### src/pwm_time_base_map.svh
// Register offsets, field positions, reset values and counts of the PWM time base.
// Assumes a 4-bit word address and 16-bit register data.
`ifndef PWM_TIME_BASE_MAP_SVH
`define PWM_TIME_BASE_MAP_SVH

`define TB_ADDR_W        4
`define TB_DATA_W        16
`define TB_CNT_W         15

`define TB_OFF_CONTROL   4'h0
`define TB_OFF_PERIOD    4'h1
`define TB_OFF_COUNTER   4'h2
`define TB_OFF_STATUS    4'h3

`define TB_CTL_RUN       15
`define TB_CTL_POST_LSB  8
`define TB_CTL_PRE_LSB   4
`define TB_CTL_MODE_LSB  0

`define TB_CNT_DIR       15

`define TB_STS_MATCH     0
`define TB_STS_REFUSED   1
`define TB_STS_DIR       2
`define TB_STS_RUN       3
`define TB_STS_POST_LSB  4

`define TB_RST_CONTROL   16'h0000
`define TB_RST_PERIOD    15'h0000
`define TB_RST_COUNTER   15'h0000

`define TB_PRE_DIV1      7'h01
`define TB_PRE_DIV4      7'h04
`define TB_PRE_DIV16     7'h10
`define TB_PRE_DIV64     7'h40

`endif

### src/pwm_time_base_pkg.sv
// Types shared by the PWM time base and its prescaler.
// Assumes the map header is on the include path.
`include "pwm_time_base_map.svh"

package pwm_time_base_pkg;

    typedef enum logic [1:0] {
        MODE_FREE_RUN,
        MODE_SINGLE_SHOT,
        MODE_UP_DOWN,
        MODE_UP_DOWN_DBL
    } tb_mode_t;

    typedef struct packed {
        logic                  run;
        tb_mode_t              mode;
        logic [3:0]            post_sel;
        logic [1:0]            pre_sel;
        logic [`TB_CNT_W-1:0]  period;
        logic [`TB_CNT_W-1:0]  count;
        logic                  dir;
        logic [3:0]            post_cnt;
        logic                  match_seen;
        logic                  refused;
        logic                  event_out;
        logic                  match_out;
        logic [`TB_DATA_W-1:0] rd_data;
    } tb_state_t;

    typedef struct packed {
        logic [6:0] cnt;
        logic       tick;
    } pre_state_t;

endpackage

### src/pwm_prescale.sv
// Input-clock prescaler of the PWM time base: one-cycle tick every 1, 4, 16 or 64 clocks.
// Assumes run and sel come from logic on clk_sys.
`timescale 1ns/1ps
`include "pwm_time_base_map.svh"

module pwm_prescale #(
    parameter logic [6:0] DIV1  = `TB_PRE_DIV1,
    parameter logic [6:0] DIV4  = `TB_PRE_DIV4,
    parameter logic [6:0] DIV16 = `TB_PRE_DIV16,
    parameter logic [6:0] DIV64 = `TB_PRE_DIV64
) (
    // Clock and reset
    input  wire logic       clk_sys,
    input  wire logic       reset,
    // Control
    input  wire logic       run,
    input  wire logic [1:0] sel,
    // Count enable
    output logic            tick
);

    pwm_time_base_pkg::pre_state_t st_ff;
    pwm_time_base_pkg::pre_state_t nxt_st;
    logic [6:0]                    ratio;

    always_comb begin
        case (sel)
            2'h0:    ratio = DIV1;
            2'h1:    ratio = DIV4;
            2'h2:    ratio = DIV16;
            default: ratio = DIV64;
        endcase
    end

    // The divider restarts from zero whenever the time base stops, so the
    // first count after enabling always takes a whole prescaled period.
    always_comb begin
        nxt_st      = st_ff;
        nxt_st.tick = 1'b0;
        if (!run) begin
            nxt_st.cnt = 7'h00;
        end else if (st_ff.cnt + 7'h01 >= ratio) begin
            nxt_st.cnt  = 7'h00;
            nxt_st.tick = 1'b1;
        end else begin
            nxt_st.cnt = st_ff.cnt + 7'h01;
        end
    end

    always_ff @(posedge clk_sys or posedge reset) begin
        if (reset) begin
            st_ff <= '0;
        end else begin
            st_ff <= nxt_st;
        end
    end

    assign tick = st_ff.tick;

endmodule

### src/pwm_time_base.sv
// PWM time base: 15-bit up or up/down counter with period, mode, prescaler and postscaler.
// Assumes a register master on clk_sys that keeps to the plain strobe port protocol.
//
// Function
// - 15-bit counter clocked via selectable prescaler, events via selectable postscaler.
// - Counter register bit 15 reads count direction: 0 up, 1 down; read-only.
// - Counter runs only while enabled; disabling leaves its value unchanged.
// - On count equal to period, reset to zero or reverse, per mode.
// - Period zero stops counting and suppresses every event.
// - Writes to a zero period are ignored while running; software disables first.
// - Two-bit mode: free-run, single-shot, up/down, up/down with double events.
// - Events depend on the mode field and the four-bit postscaler field.
// - Free-run counts up, clears after period match, repeats while enabled.
// - Free-run raises an event per match and reset, divided by postscaler.
// - Single-shot counts up, clears on match and clears the enable itself.
// - Single-shot raises one event at match, postscaler not applied.
// - Up/down modes reverse at period match and set direction while counting down.
// - Mode 10 raises an event at zero turnaround, divided by postscaler.
//
// The register addresses and the plain strobed port are this design's own decisions.
`timescale 1ns/1ps
`include "pwm_time_base_map.svh"

module pwm_time_base #(
    parameter int CNT_W  = `TB_CNT_W,
    parameter int DATA_W = `TB_DATA_W,
    parameter int ADDR_W = `TB_ADDR_W
) (
    // Clock and reset
    input  wire logic              clk_sys,
    input  wire logic              reset,
    // Register port
    input  wire logic [ADDR_W-1:0] reg_addr,
    input  wire logic [DATA_W-1:0] reg_wdata,
    input  wire logic              reg_wr,
    input  wire logic              reg_rd,
    output logic      [DATA_W-1:0] reg_rdata,
    // Time base outputs for comparators and event logic
    output logic      [CNT_W-1:0]  count_value,
    output logic                   count_down_flag,
    output logic                   time_base_run,
    output logic                   period_match,
    output logic                   time_base_event
);

    ////////////////////////////////////////////////////////////////////////////////
    // State

    pwm_time_base_pkg::tb_state_t st_ff;
    pwm_time_base_pkg::tb_state_t nxt_st;
    logic                         tick;

    ////////////////////////////////////////////////////////////////////////////////
    // Address decode, shared by the read and write paths.

    function automatic logic addr_hit(input logic [ADDR_W-1:0] addr,
                                      input logic [ADDR_W-1:0] off);
        addr_hit = (addr == off);
    endfunction

    ////////////////////////////////////////////////////////////////////////////////
    // Prescaler

    pwm_prescale u_prescale (
        .clk_sys (clk_sys),
        .reset   (reset),
        .run     (st_ff.run),
        .sel     (st_ff.pre_sel),
        .tick    (tick)
    );

    ////////////////////////////////////////////////////////////////////////////////
    // Next-state logic

    always_comb begin
        logic                at_period;
        logic                at_zero;
        logic                advance;
        logic                raw_event;
        logic                direct_event;
        logic                match_now;
        logic                wr_ctl;
        logic                wr_per;
        logic                wr_cnt;
        logic                wr_sts;
        logic [DATA_W-1:0]   rd_word;

        at_period    = 1'b0;
        at_zero      = 1'b0;
        advance      = 1'b0;
        raw_event    = 1'b0;
        direct_event = 1'b0;
        match_now    = 1'b0;
        wr_ctl       = 1'b0;
        wr_per       = 1'b0;
        wr_cnt       = 1'b0;
        wr_sts       = 1'b0;
        rd_word      = '0;

        nxt_st           = st_ff;
        nxt_st.event_out = 1'b0;
        nxt_st.match_out = 1'b0;
        nxt_st.rd_data   = '0;

        at_period = (st_ff.count == st_ff.period);
        at_zero   = (st_ff.count == '0);

        // A zero period freezes the counter and blocks every event source.
        advance = st_ff.run && tick && (st_ff.period != '0);

        //////////////////////////////////////////////////////////////////////////
        // Counting

        if (advance) begin
            case (st_ff.mode)
                pwm_time_base_pkg::MODE_FREE_RUN: begin
                    if (at_period) begin
                        nxt_st.count = '0;
                        match_now    = 1'b1;
                        raw_event    = 1'b1;
                    end else begin
                        nxt_st.count = st_ff.count + 1'b1;
                    end
                end
                pwm_time_base_pkg::MODE_SINGLE_SHOT: begin
                    if (at_period) begin
                        nxt_st.count = '0;
                        nxt_st.run   = 1'b0;
                        match_now    = 1'b1;
                        direct_event = 1'b1;
                    end else begin
                        nxt_st.count = st_ff.count + 1'b1;
                    end
                end
                pwm_time_base_pkg::MODE_UP_DOWN,
                pwm_time_base_pkg::MODE_UP_DOWN_DBL: begin
                    if (!st_ff.dir) begin
                        if (at_period) begin
                            nxt_st.dir   = 1'b1;
                            nxt_st.count = st_ff.count - 1'b1;
                            match_now    = 1'b1;
                            if (st_ff.mode == pwm_time_base_pkg::MODE_UP_DOWN_DBL) begin
                                raw_event = 1'b1;
                            end
                        end else begin
                            nxt_st.count = st_ff.count + 1'b1;
                        end
                    end else begin
                        if (at_zero) begin
                            nxt_st.dir   = 1'b0;
                            nxt_st.count = st_ff.count + 1'b1;
                            raw_event    = 1'b1;
                        end else begin
                            nxt_st.count = st_ff.count - 1'b1;
                        end
                    end
                end
                default: begin
                    nxt_st.count = st_ff.count;
                end
            endcase
        end

        //////////////////////////////////////////////////////////////////////////
        // Postscaler: passes one of every post_sel+1 events.

        if (raw_event) begin
            if (st_ff.post_cnt == st_ff.post_sel) begin
                nxt_st.post_cnt  = 4'h0;
                nxt_st.event_out = 1'b1;
            end else begin
                nxt_st.post_cnt = st_ff.post_cnt + 4'h1;
            end
        end
        if (direct_event) begin
            nxt_st.event_out = 1'b1;
        end
        nxt_st.match_out = match_now;

        //////////////////////////////////////////////////////////////////////////
        // Register writes. Software writes come after the counting logic so a
        // write in the same cycle as a hardware update is what software sees.

        if (reg_wr) begin
            if (addr_hit(reg_addr, `TB_OFF_CONTROL)) begin
                wr_ctl = 1'b1;
            end else if (addr_hit(reg_addr, `TB_OFF_PERIOD)) begin
                wr_per = 1'b1;
            end else if (addr_hit(reg_addr, `TB_OFF_COUNTER)) begin
                wr_cnt = 1'b1;
            end else if (addr_hit(reg_addr, `TB_OFF_STATUS)) begin
                wr_sts = 1'b1;
            end
        end

        if (wr_ctl) begin
            nxt_st.run      = reg_wdata[`TB_CTL_RUN];
            nxt_st.mode     = pwm_time_base_pkg::tb_mode_t'(reg_wdata[`TB_CTL_MODE_LSB +: 2]);
            nxt_st.post_sel = reg_wdata[`TB_CTL_POST_LSB +: 4];
            nxt_st.pre_sel  = reg_wdata[`TB_CTL_PRE_LSB +: 2];
            // Leaving the up/down modes must not leave a stale down direction.
            if (reg_wdata[`TB_CTL_MODE_LSB + 1] == 1'b0) begin
                nxt_st.dir = 1'b0;
            end
        end

        if (wr_per) begin
            // A zero period cannot be reloaded while the time base runs.
            if ((st_ff.period == '0) && st_ff.run) begin
                nxt_st.refused = 1'b1;
            end else begin
                nxt_st.period = reg_wdata[CNT_W-1:0];
            end
        end

        if (wr_cnt) begin
            // The direction bit is status only; writes to it are dropped.
            nxt_st.count = reg_wdata[CNT_W-1:0];
        end

        //////////////////////////////////////////////////////////////////////////
        // Sticky status bits, cleared by writing one. A new event in the same
        // cycle as its clear wins, so no match or refusal is ever lost.

        if (wr_sts && reg_wdata[`TB_STS_MATCH]) begin
            nxt_st.match_seen = 1'b0;
        end
        if (match_now) begin
            nxt_st.match_seen = 1'b1;
        end
        if (wr_sts && reg_wdata[`TB_STS_REFUSED] && !(wr_per && (st_ff.period == '0) && st_ff.run)) begin
            nxt_st.refused = 1'b0;
        end

        //////////////////////////////////////////////////////////////////////////
        // Register reads: data stand in the cycle after the strobe only.

        if (reg_rd) begin
            if (addr_hit(reg_addr, `TB_OFF_CONTROL)) begin
                rd_word[`TB_CTL_RUN]             = st_ff.run;
                rd_word[`TB_CTL_POST_LSB +: 4]   = st_ff.post_sel;
                rd_word[`TB_CTL_PRE_LSB +: 2]    = st_ff.pre_sel;
                rd_word[`TB_CTL_MODE_LSB +: 2]   = st_ff.mode;
            end else if (addr_hit(reg_addr, `TB_OFF_PERIOD)) begin
                rd_word[CNT_W-1:0] = st_ff.period;
            end else if (addr_hit(reg_addr, `TB_OFF_COUNTER)) begin
                rd_word[CNT_W-1:0]    = st_ff.count;
                rd_word[`TB_CNT_DIR]  = st_ff.dir;
            end else if (addr_hit(reg_addr, `TB_OFF_STATUS)) begin
                rd_word[`TB_STS_MATCH]        = st_ff.match_seen;
                rd_word[`TB_STS_REFUSED]      = st_ff.refused;
                rd_word[`TB_STS_DIR]          = st_ff.dir;
                rd_word[`TB_STS_RUN]          = st_ff.run;
                rd_word[`TB_STS_POST_LSB +: 4] = st_ff.post_cnt;
            end else begin
                rd_word = '0;
            end
        end
        nxt_st.rd_data = rd_word;
    end

    ////////////////////////////////////////////////////////////////////////////////
    // State register

    always_ff @(posedge clk_sys or posedge reset) begin
        if (reset) begin
            st_ff          <= '0;
            st_ff.run      <= 1'(`TB_RST_CONTROL >> `TB_CTL_RUN);
            st_ff.period   <= `TB_RST_PERIOD;
            st_ff.count    <= `TB_RST_COUNTER;
        end else begin
            st_ff <= nxt_st;
        end
    end

    ////////////////////////////////////////////////////////////////////////////////
    // Outputs

    assign reg_rdata       = st_ff.rd_data;
    assign count_value     = st_ff.count;
    assign count_down_flag = st_ff.dir;
    assign time_base_run   = st_ff.run;
    assign period_match    = st_ff.match_out;
    assign time_base_event = st_ff.event_out;

endmodule

### config.mk
export PLATFORM = sky130hd
export DESIGN_NAME = pwm_time_base
export DESIGN_NICKNAME = d
export VERILOG_FILES = /design/src/pwm_time_base_pkg.sv /design/src/pwm_prescale.sv /design/src/pwm_time_base.sv
export VERILOG_INCLUDE_DIRS = /design/src
export SDC_FILE = /design/constraint.sdc
export NUM_CORES = 1
export LEC_CHECK = 0
export ABC_AREA = 1
export BUFFER_PORTS_ARGS = -buffer_cell sky130_fd_sc_hd__buf_2
export CAP_MARGIN = 20
export CORE_ASPECT_RATIO = 1.25
export CORE_MARGIN = 4
export CORE_UTILIZATION = 38
export DETAILED_ROUTE_END_ITERATION = 16
export PLACE_DENSITY = 0.62
export SLEW_MARGIN = 0
export SYNTH_ARGS = -nofsm -noshare
export SYNTH_HDL_FRONTEND = slang
export SYNTH_HIERARCHICAL = 1
export SYNTH_SLANG_ARGS = --single-unit
### constraint.sdc
create_clock -name clk_sys -period 2 [get_ports clk_sys]
set_clock_uncertainty 0.2 [all_clocks]
set_input_delay 0.2 -clock clk_sys [delete_from_list [all_inputs] [get_ports clk_sys]]
set_output_delay 0.2 -clock clk_sys [all_outputs]
set_load 0.02 [all_outputs]
==> impl_metrics.json, run 1 <==
{
  "clock_sinks": 72,
  "grt_use_met1_pct": 25.21,
  "grt_pass1_wl_um": 23430,
  "synth_top_area_share_pct": 36.91,
  "p_leak_nw": 3.389,
  "grt_use_met2_pct": 34.42,
  "r2r_slack_ns": 0.007,
  "rows": 46,
  "grt_pass1_vias": 4783,
  "yosys.area.top_type": "dfrtp_1",
  "netlist_instances": 689,
  "yosysMostFrequentCell": "nand2_1",
  "crit_path_frequent_cell": "nand2_1",
  "cts_tree": "yes",
  "vdd_drop_max_mv": 0.4752,
  "die-height_um": 134.7,
  "vias": 4915,
  "path_max_fanout": 4,
  "synthDistinctLibCells": 36,
  "crit_slowest_cell": "dfrtp_2",
  "die_x_um": 109.4,
  "status": "completed",
  "ys_async_sr_fraction_pct": 100.0,
  "yosys-top-cells-count": "nand2_1, inv_1, dfrtp_1, nor2_1, nand3_1",
  "cts-root-buf": "clkbuf_16",
  "worstMarginPinSlew_ns": 0.4948,
  "timing.fmax_ghz": 0.5018,
  "crit_family": "simple AND/OR/NAND/NOR gates",
  "netlist_area_mm2": 0.004881,
  "cp_cell_sequence": "buf_6, nor2_4, nor2_2, nor2_1, nand2_1, nor2_4, nand2_2, inv_4, nand2_4, a21oi_4, nand2_2, nand2_1, nand2_1",
  "ys_top_cells_by_area": "dfrtp_1, nand2_1, inv_1",
  "grt_antenna_before_repair": 0,
  "start_util_pct": 38.55,
  "grt.busiest_layer": "met2",
  "first_pass_iters": 5,
  "ys_ff_latch": 72,
  "synth_edf_count": 0,
  "drtIter0Drc": 345,
  "yosysWarningCount": 6,
  "layout.cell_area.non_filler_mm2": 0.006491,
  "wirelength_um": 15040,
  "core_area_mm2": 0.01266,
  "final.fill_count": 1268,
  "fin_nets": 846,
  "required_ns": 2.03,
  "fin_crit_ns": 1.993,
  "power_density_mw_per_mm2": 1160,
  "placed_area_mm2": 0.005647,
  "hold_violations": 0,
  "arrival_ns": 2.02,
  "ant_nets": 0,
  "fp.dieArea_mm2": 0.01473,
  "rsz0062_at_grt": "true",
  "ctsLongestPathBuffers": 2,
  "avgSynthCellArea_um2": 7.084,
  "numCtsBuffers": 9,
  "endpoint_kind": "flop",
  "hpwl_um": 11360,
  "drv_cap": 0,
  "wl_per_cell_um": 15.27,
  "via_per_inst": 4.990,
  "port_buffers": 58,
  "overflow": 0,
  "drive_gt1_share_pct": 32.19,
  "maxSlewHeadroom_pct": 66.96,
  "syn_nets": 722,
  "path_clk_slew_ns": 0.06,
  "globalplace.congestion": 0.8750,
  "crit_buf_inv": 2,
  "hp-class": "input pin to flop",
  "diodes": 0,
  "clock_latency_ns": 0.34,
  "fin_tns_setup_ns": 0,
  "cp-start-kind": "flop",
  "htree_levels": 3,
  "ys_seq_area_share_pct": 36.91,
  "met3_usage_pct": 3.252,
  "crit_type": "flop to flop",
  "fin_util_pct": 51.26,
  "ys.flop_type": "dfrtp_1",
  "area_delta_synth_final_pct": 32.99,
  "num_io_pins": 59,
  "slowest_delay_ns": 0.45,
  "period_share_pct": 99.65,
  "final-max-slew-violation-count": 0,
  "drc": 0,
  "finalSetupViolCount": 0,
  "grt.total_usage_pct": 20.31,
  "grt_max_degree": 34
}
[placed cells by master (no fill, tap or decap), types with 6 or more instances in the layout]
| cell | instances |
|---|---|
| inv_1 | 82 |
| nand4_1 | 10 |
| buf_4 | 81 |
| dfrtp_2 | 8 |
| dfrtp_1 | 64 |
| nand2_2 | 17 |
| buf_2 | 59 |
| nand3_1 | 36 |
| clkbuf_16 | 9 |
| o21ai_0 | 36 |
| ha_1 | 6 |
| nor2_2 | 17 |
| nand2_1 | 171 |
| a21oi_1 | 18 |
| nand3_2 | 10 |
| inv_2 | 14 |
| nor2_4 | 6 |
| o22ai_1 | 13 |
| dlygate4sd3_1 | 15 |
| nor2_1 | 48 |
| xor2_1 | 22 |
| nand2_4 | 7 |
[registers in the layout (all words and copies together), names as in the netlist]
| signal | count |
|---|---|
| u_prescale/tick | 1 |
| st_ff | 29 |
| count_value | 15 |
| reg_rdata | 16 |
| period_match | 1 |
| time_base_run | 1 |
| u_prescale/st_ff | 7 |
| time_base_event | 1 |
| count_down_flag | 1 |
[per-stage QoR]
step	setup WS [ns]	instances	hold slack [ns]	power [mW]
floorplan	0.001899	689	-0.1843	4.361
global route	-0.1166	985	0.03643	8.049
global placement	-0.1211	938	-0.02145	5.399
finish	0.007020	985	0.008333	7.527
CTS	-0.02765	970	0.003151	6.954
detailed placement	-0.1691	938	-0.02096	5.449
[worst min-delay path, stage by stage]
cell and delay [ns]:
buf_2 0.12, nand3_1 0.12, nand2_1 0.06
[cell type report]
cell class / instances / area (um2) / share of cell area, %
multi-input cells: 467 / 2650 / 40.82
flip-flops and latches: 72 / 1812 / 27.91
repair buffers: 163 / 1179 / 18.16
inverters: 100 / 385.4 / 5.937
clock buffers: 11 / 232.7 / 3.585
well taps: 168 / 210.2 / 3.238
clock inverters: 4 / 22.52 / 0.3470
[power breakdown]
group	internal, mW	switching [mW]	total, mW
Sequential	1.76	0.444	2.21
Combinational	1.63	2.26	3.89
Clock	0.826	0.600	1.43
[routing by layer]
metal,wire [um],vias to the layer above
met5,0,-
met4,523,0
met1,6148,2292
met2,7636,174
met3,733,38
li1,-,2411
[repair_timing]
action / in CTS / in global routing
endpoints found under the setup margin: 16 / 29
resized for setup: 4 / 86
hold endpoints to repair: 53 / 0
pin swaps: 0 / 28
cloned: 0 / 2
hold buffers: 15 / 0
setup buffers: 2 / 13
[cells by family (layout without fill, tap and decap cells)]
| family | after synthesis | after routing | share of synthesized area (%) |
|---|---|---|---|
| compound gates | 96 | 96 | 11.74 |
| xor+xnor | 27 | 27 | 4.845 |
| fa+ha+maj | 9 | 9 | 2.307 |
| flops | 72 | 72 | 36.91 |
| buf+inv | 151 | 278 | 14.41 |
| simple gates | 334 | 335 | 29.79 |
[worst paths after layout]
check | to | from | cells after the start
max | st_ff[20] | count_value[0] | 13
min | time_base_run | reg_wr | 3
max reg2reg | st_ff[20] | count_value[0] | 13
min reg2reg | st_ff[50] | st_ff[50] | 2
max in group asynchronous | st_ff[50] | reset | 4
min in group asynchronous | u_prescale/st_ff[1] | reset | 3
Note: power is estimated with default switching activity, not from simulation.
==> run 2, diff against run 1 <==
--- a/config.mk
+++ b/config.mk
@@ -10,10 +10,10 @@
 export BUFFER_PORTS_ARGS = -buffer_cell sky130_fd_sc_hd__buf_2
 export CAP_MARGIN = 20
 export CORE_ASPECT_RATIO = 1.25
-export CORE_MARGIN = 4
+export CORE_MARGIN = 1
 export CORE_UTILIZATION = 38
 export DETAILED_ROUTE_END_ITERATION = 16
-export PLACE_DENSITY = 0.62
+export PLACE_DENSITY = 0.6
 export SLEW_MARGIN = 0
 export SYNTH_ARGS = -nofsm -noshare
 export SYNTH_HDL_FRONTEND = slang
==> constraint.sdc (replaced) <==
create_clock -name clk_sys -period 2.5 [get_ports clk_sys]
set_clock_uncertainty 0.2 [all_clocks]
set_input_delay 0.375 -clock clk_sys [delete_from_list [all_inputs] [get_ports clk_sys]]
set_output_delay 0.375 -clock clk_sys [all_outputs]
set_load 0.02 [all_outputs]
==> impl_metrics.json, run 2 (synthesis results as in run 1) <==
{
  "crit_type": "flop to flop",
  "hp-class": "input pin to flop",
  "crit_path_frequent_cell": "nand2_1",
  "clock_latency_ns": 0.33,
  "drtIter0Drc": 273,
  "grt_antenna_before_repair": 0,
  "endpoint_kind": "flop",
  "path_max_fanout": 8,
  "area_delta_synth_final_pct": 11.48,
  "slowest_delay_ns": 0.47,
  "status": "completed",
  "r2r_slack_ns": 0.18,
  "wl_per_cell_um": 15.01,
  "final_common_cell": "nand2_1",
  "maxSlewHeadroom_pct": 57.22,
  "worstMarginPinSlew_ns": 0.6368,
  "hpwl_um": 10430,
  "grt_pass1_wl_um": 21830,
  "crit_slowest_cell": "dfrtp_2",
  "finalSetupViolCount": 0,
  "arrival_ns": 2.39,
  "globalplace.congestion": 0.8612,
  "grt.total_usage_pct": 21.58,
  "fin_crit_ns": 2.316,
  "die_x_um": 103.4,
  "grt_pass1_vias": 4310,
  "fin_nets": 756,
  "ctsLongestPathBuffers": 2,
  "cp-start-kind": "flop",
  "hold_slack_ns": 0.1084,
  "overflow": 0,
  "final_cell_mix": "nand2_1, inv_1, dfrtp_1, nor2_1, buf_2",
  "vdd_drop_max_mv": 0.3203,
  "fp.dieArea_mm2": 0.01330,
  "via_per_inst": 5.062,
  "timing.fmax_ghz": 0.4317,
  "r2r_end": "count_value[5]",
  "port_buffers": 58,
  "vias": 4500,
  "hold_depth": 3,
  "regMostFlops": "st_ff",
  "r2r-start": "count_value[1]",
  "die-height_um": 128.7,
  "first_pass_iters": 5,
  "drv_cap": 0,
  "start_util_pct": 39.58,
  "power_density_mw_per_mm2": 936.7,
  "cts_tree": "yes",
  "path_clk_slew_ns": 0.05,
  "cts-root-buf": "clkbuf_16",
  "period_share_pct": 92.66,
  "largest_reg_flops": 29,
  "wirelength_um": 13350,
  "core_area_mm2": 0.01233,
  "fin_tns_setup_ns": 0,
  "required_ns": 2.57,
  "numCtsBuffers": 9,
  "diodes": 0,
  "min_to": "count_value[14]",
  "rows": 45,
  "rsz0062_at_grt": "false",
  "min-delay-start": "reg_wdata[14]",
  "p_leak_nw": 2.896,
  "drc": 0,
  "ant_nets": 0,
  "hold_violations": 0,
  "cts_setup_buffers": 0,
  "clock_sinks": 72,
  "rr_worst_depth": 12,
  "final-max-slew-violation-count": 0,
  "drive_gt1_share_pct": 17.10,
  "cp_cell_sequence": "inv_1, ha_1, nand3_1, nor2_1, nand4_1, nand3_1, nand2_2, inv_2, nand2_1, o21ai_1, nand2_1, nand2_1",
  "num_io_pins": 59,
  "grt_max_degree": 43,
  "htree_levels": 3
}
==> run 2: changes by cell type in the layout (fill, tap and decap cells not counted), sizes merged <==
cell         before  now
dlygate4sd3      15    1
clkinv            5    4
nand2           196  195
buf             148   73
clkinvlp          1    0
==> run 2: where the power goes <==
part	switching, mW	leakage [nW]	internal [mW]
registers	0.398	0.924	1.40
logic	1.42	1.85	0.773
clock network	0.454	0.121	0.651
==> run 2: what timing repair did <==
item / CTS / global route
resized for setup: 0 / 3
endpoints found under the setup margin: 0 / 10
endpoints found under the hold margin: 30 / 0
hold buffers: 1 / 0
==> run 2: per-stage QoR <==
step / power [mW] / utilization [%] / worst slack, ns / cells / area (um2)
final: 5.097 / 44.13 / 0.1836 / 889 / 5441
after global placement: 3.961 / 42.06 / 0.1505 / 875 / 5186
after floorplan: 3.489 / - / 0.3269 / 689 / 4881
after CTS: 5.096 / 44.11 / 0.1314 / 889 / 5439
after global routing: 5.489 / 44.13 / 0.05743 / 889 / 5441
after detailed placement: 3.987 / 42.06 / 0.1604 / 875 / 5186
==> run 2: layout make-up <==
cell class              count  area [um2]
fillers                  1238        6889
multi-input cells         466        2376
flip-flops and latches     72        1804
repair buffers             74       437.9
inverters                 100       375.4
clock buffers              11       232.7
well taps                 164       205.2
clock inverters             2       10.01
==> run 2: worst max-delay path by stage <==
| stage | startpoint | endpoint |
|---|---|---|
| 2_1_floorplan | reset | count_down_flag |
| 3_3_place_gp | count_value[0] | count_value[5] |
| 3_5_place_dp | count_value[0] | count_value[5] |
| 4_1_cts | count_value[0] | count_value[5] |
| 5_1_grt | count_value[1] | count_value[5] |
| 6_report | count_value[1] | count_value[5] |
==> run 2: critical path: cells and delay by family, from the launching register on <==
kind,cells,cell delay (ns)
simple gates,8,0.98
flops,1,0.47
buf+inv,2,0.34
fa+ha+maj,1,0.17
compound gates,1,0.08
==> run 2: metal layers <==
metal / GRT usage [%] / vias to the layer above / wire (um)
met3: 2.825 / 27 / 481
met1: 27.00 / 2138 / 5820
met4: 9.362 / 0 / 425
met2: 36.81 / 108 / 6621
li1: - / 2227 / -
met5: 0 / - / 0
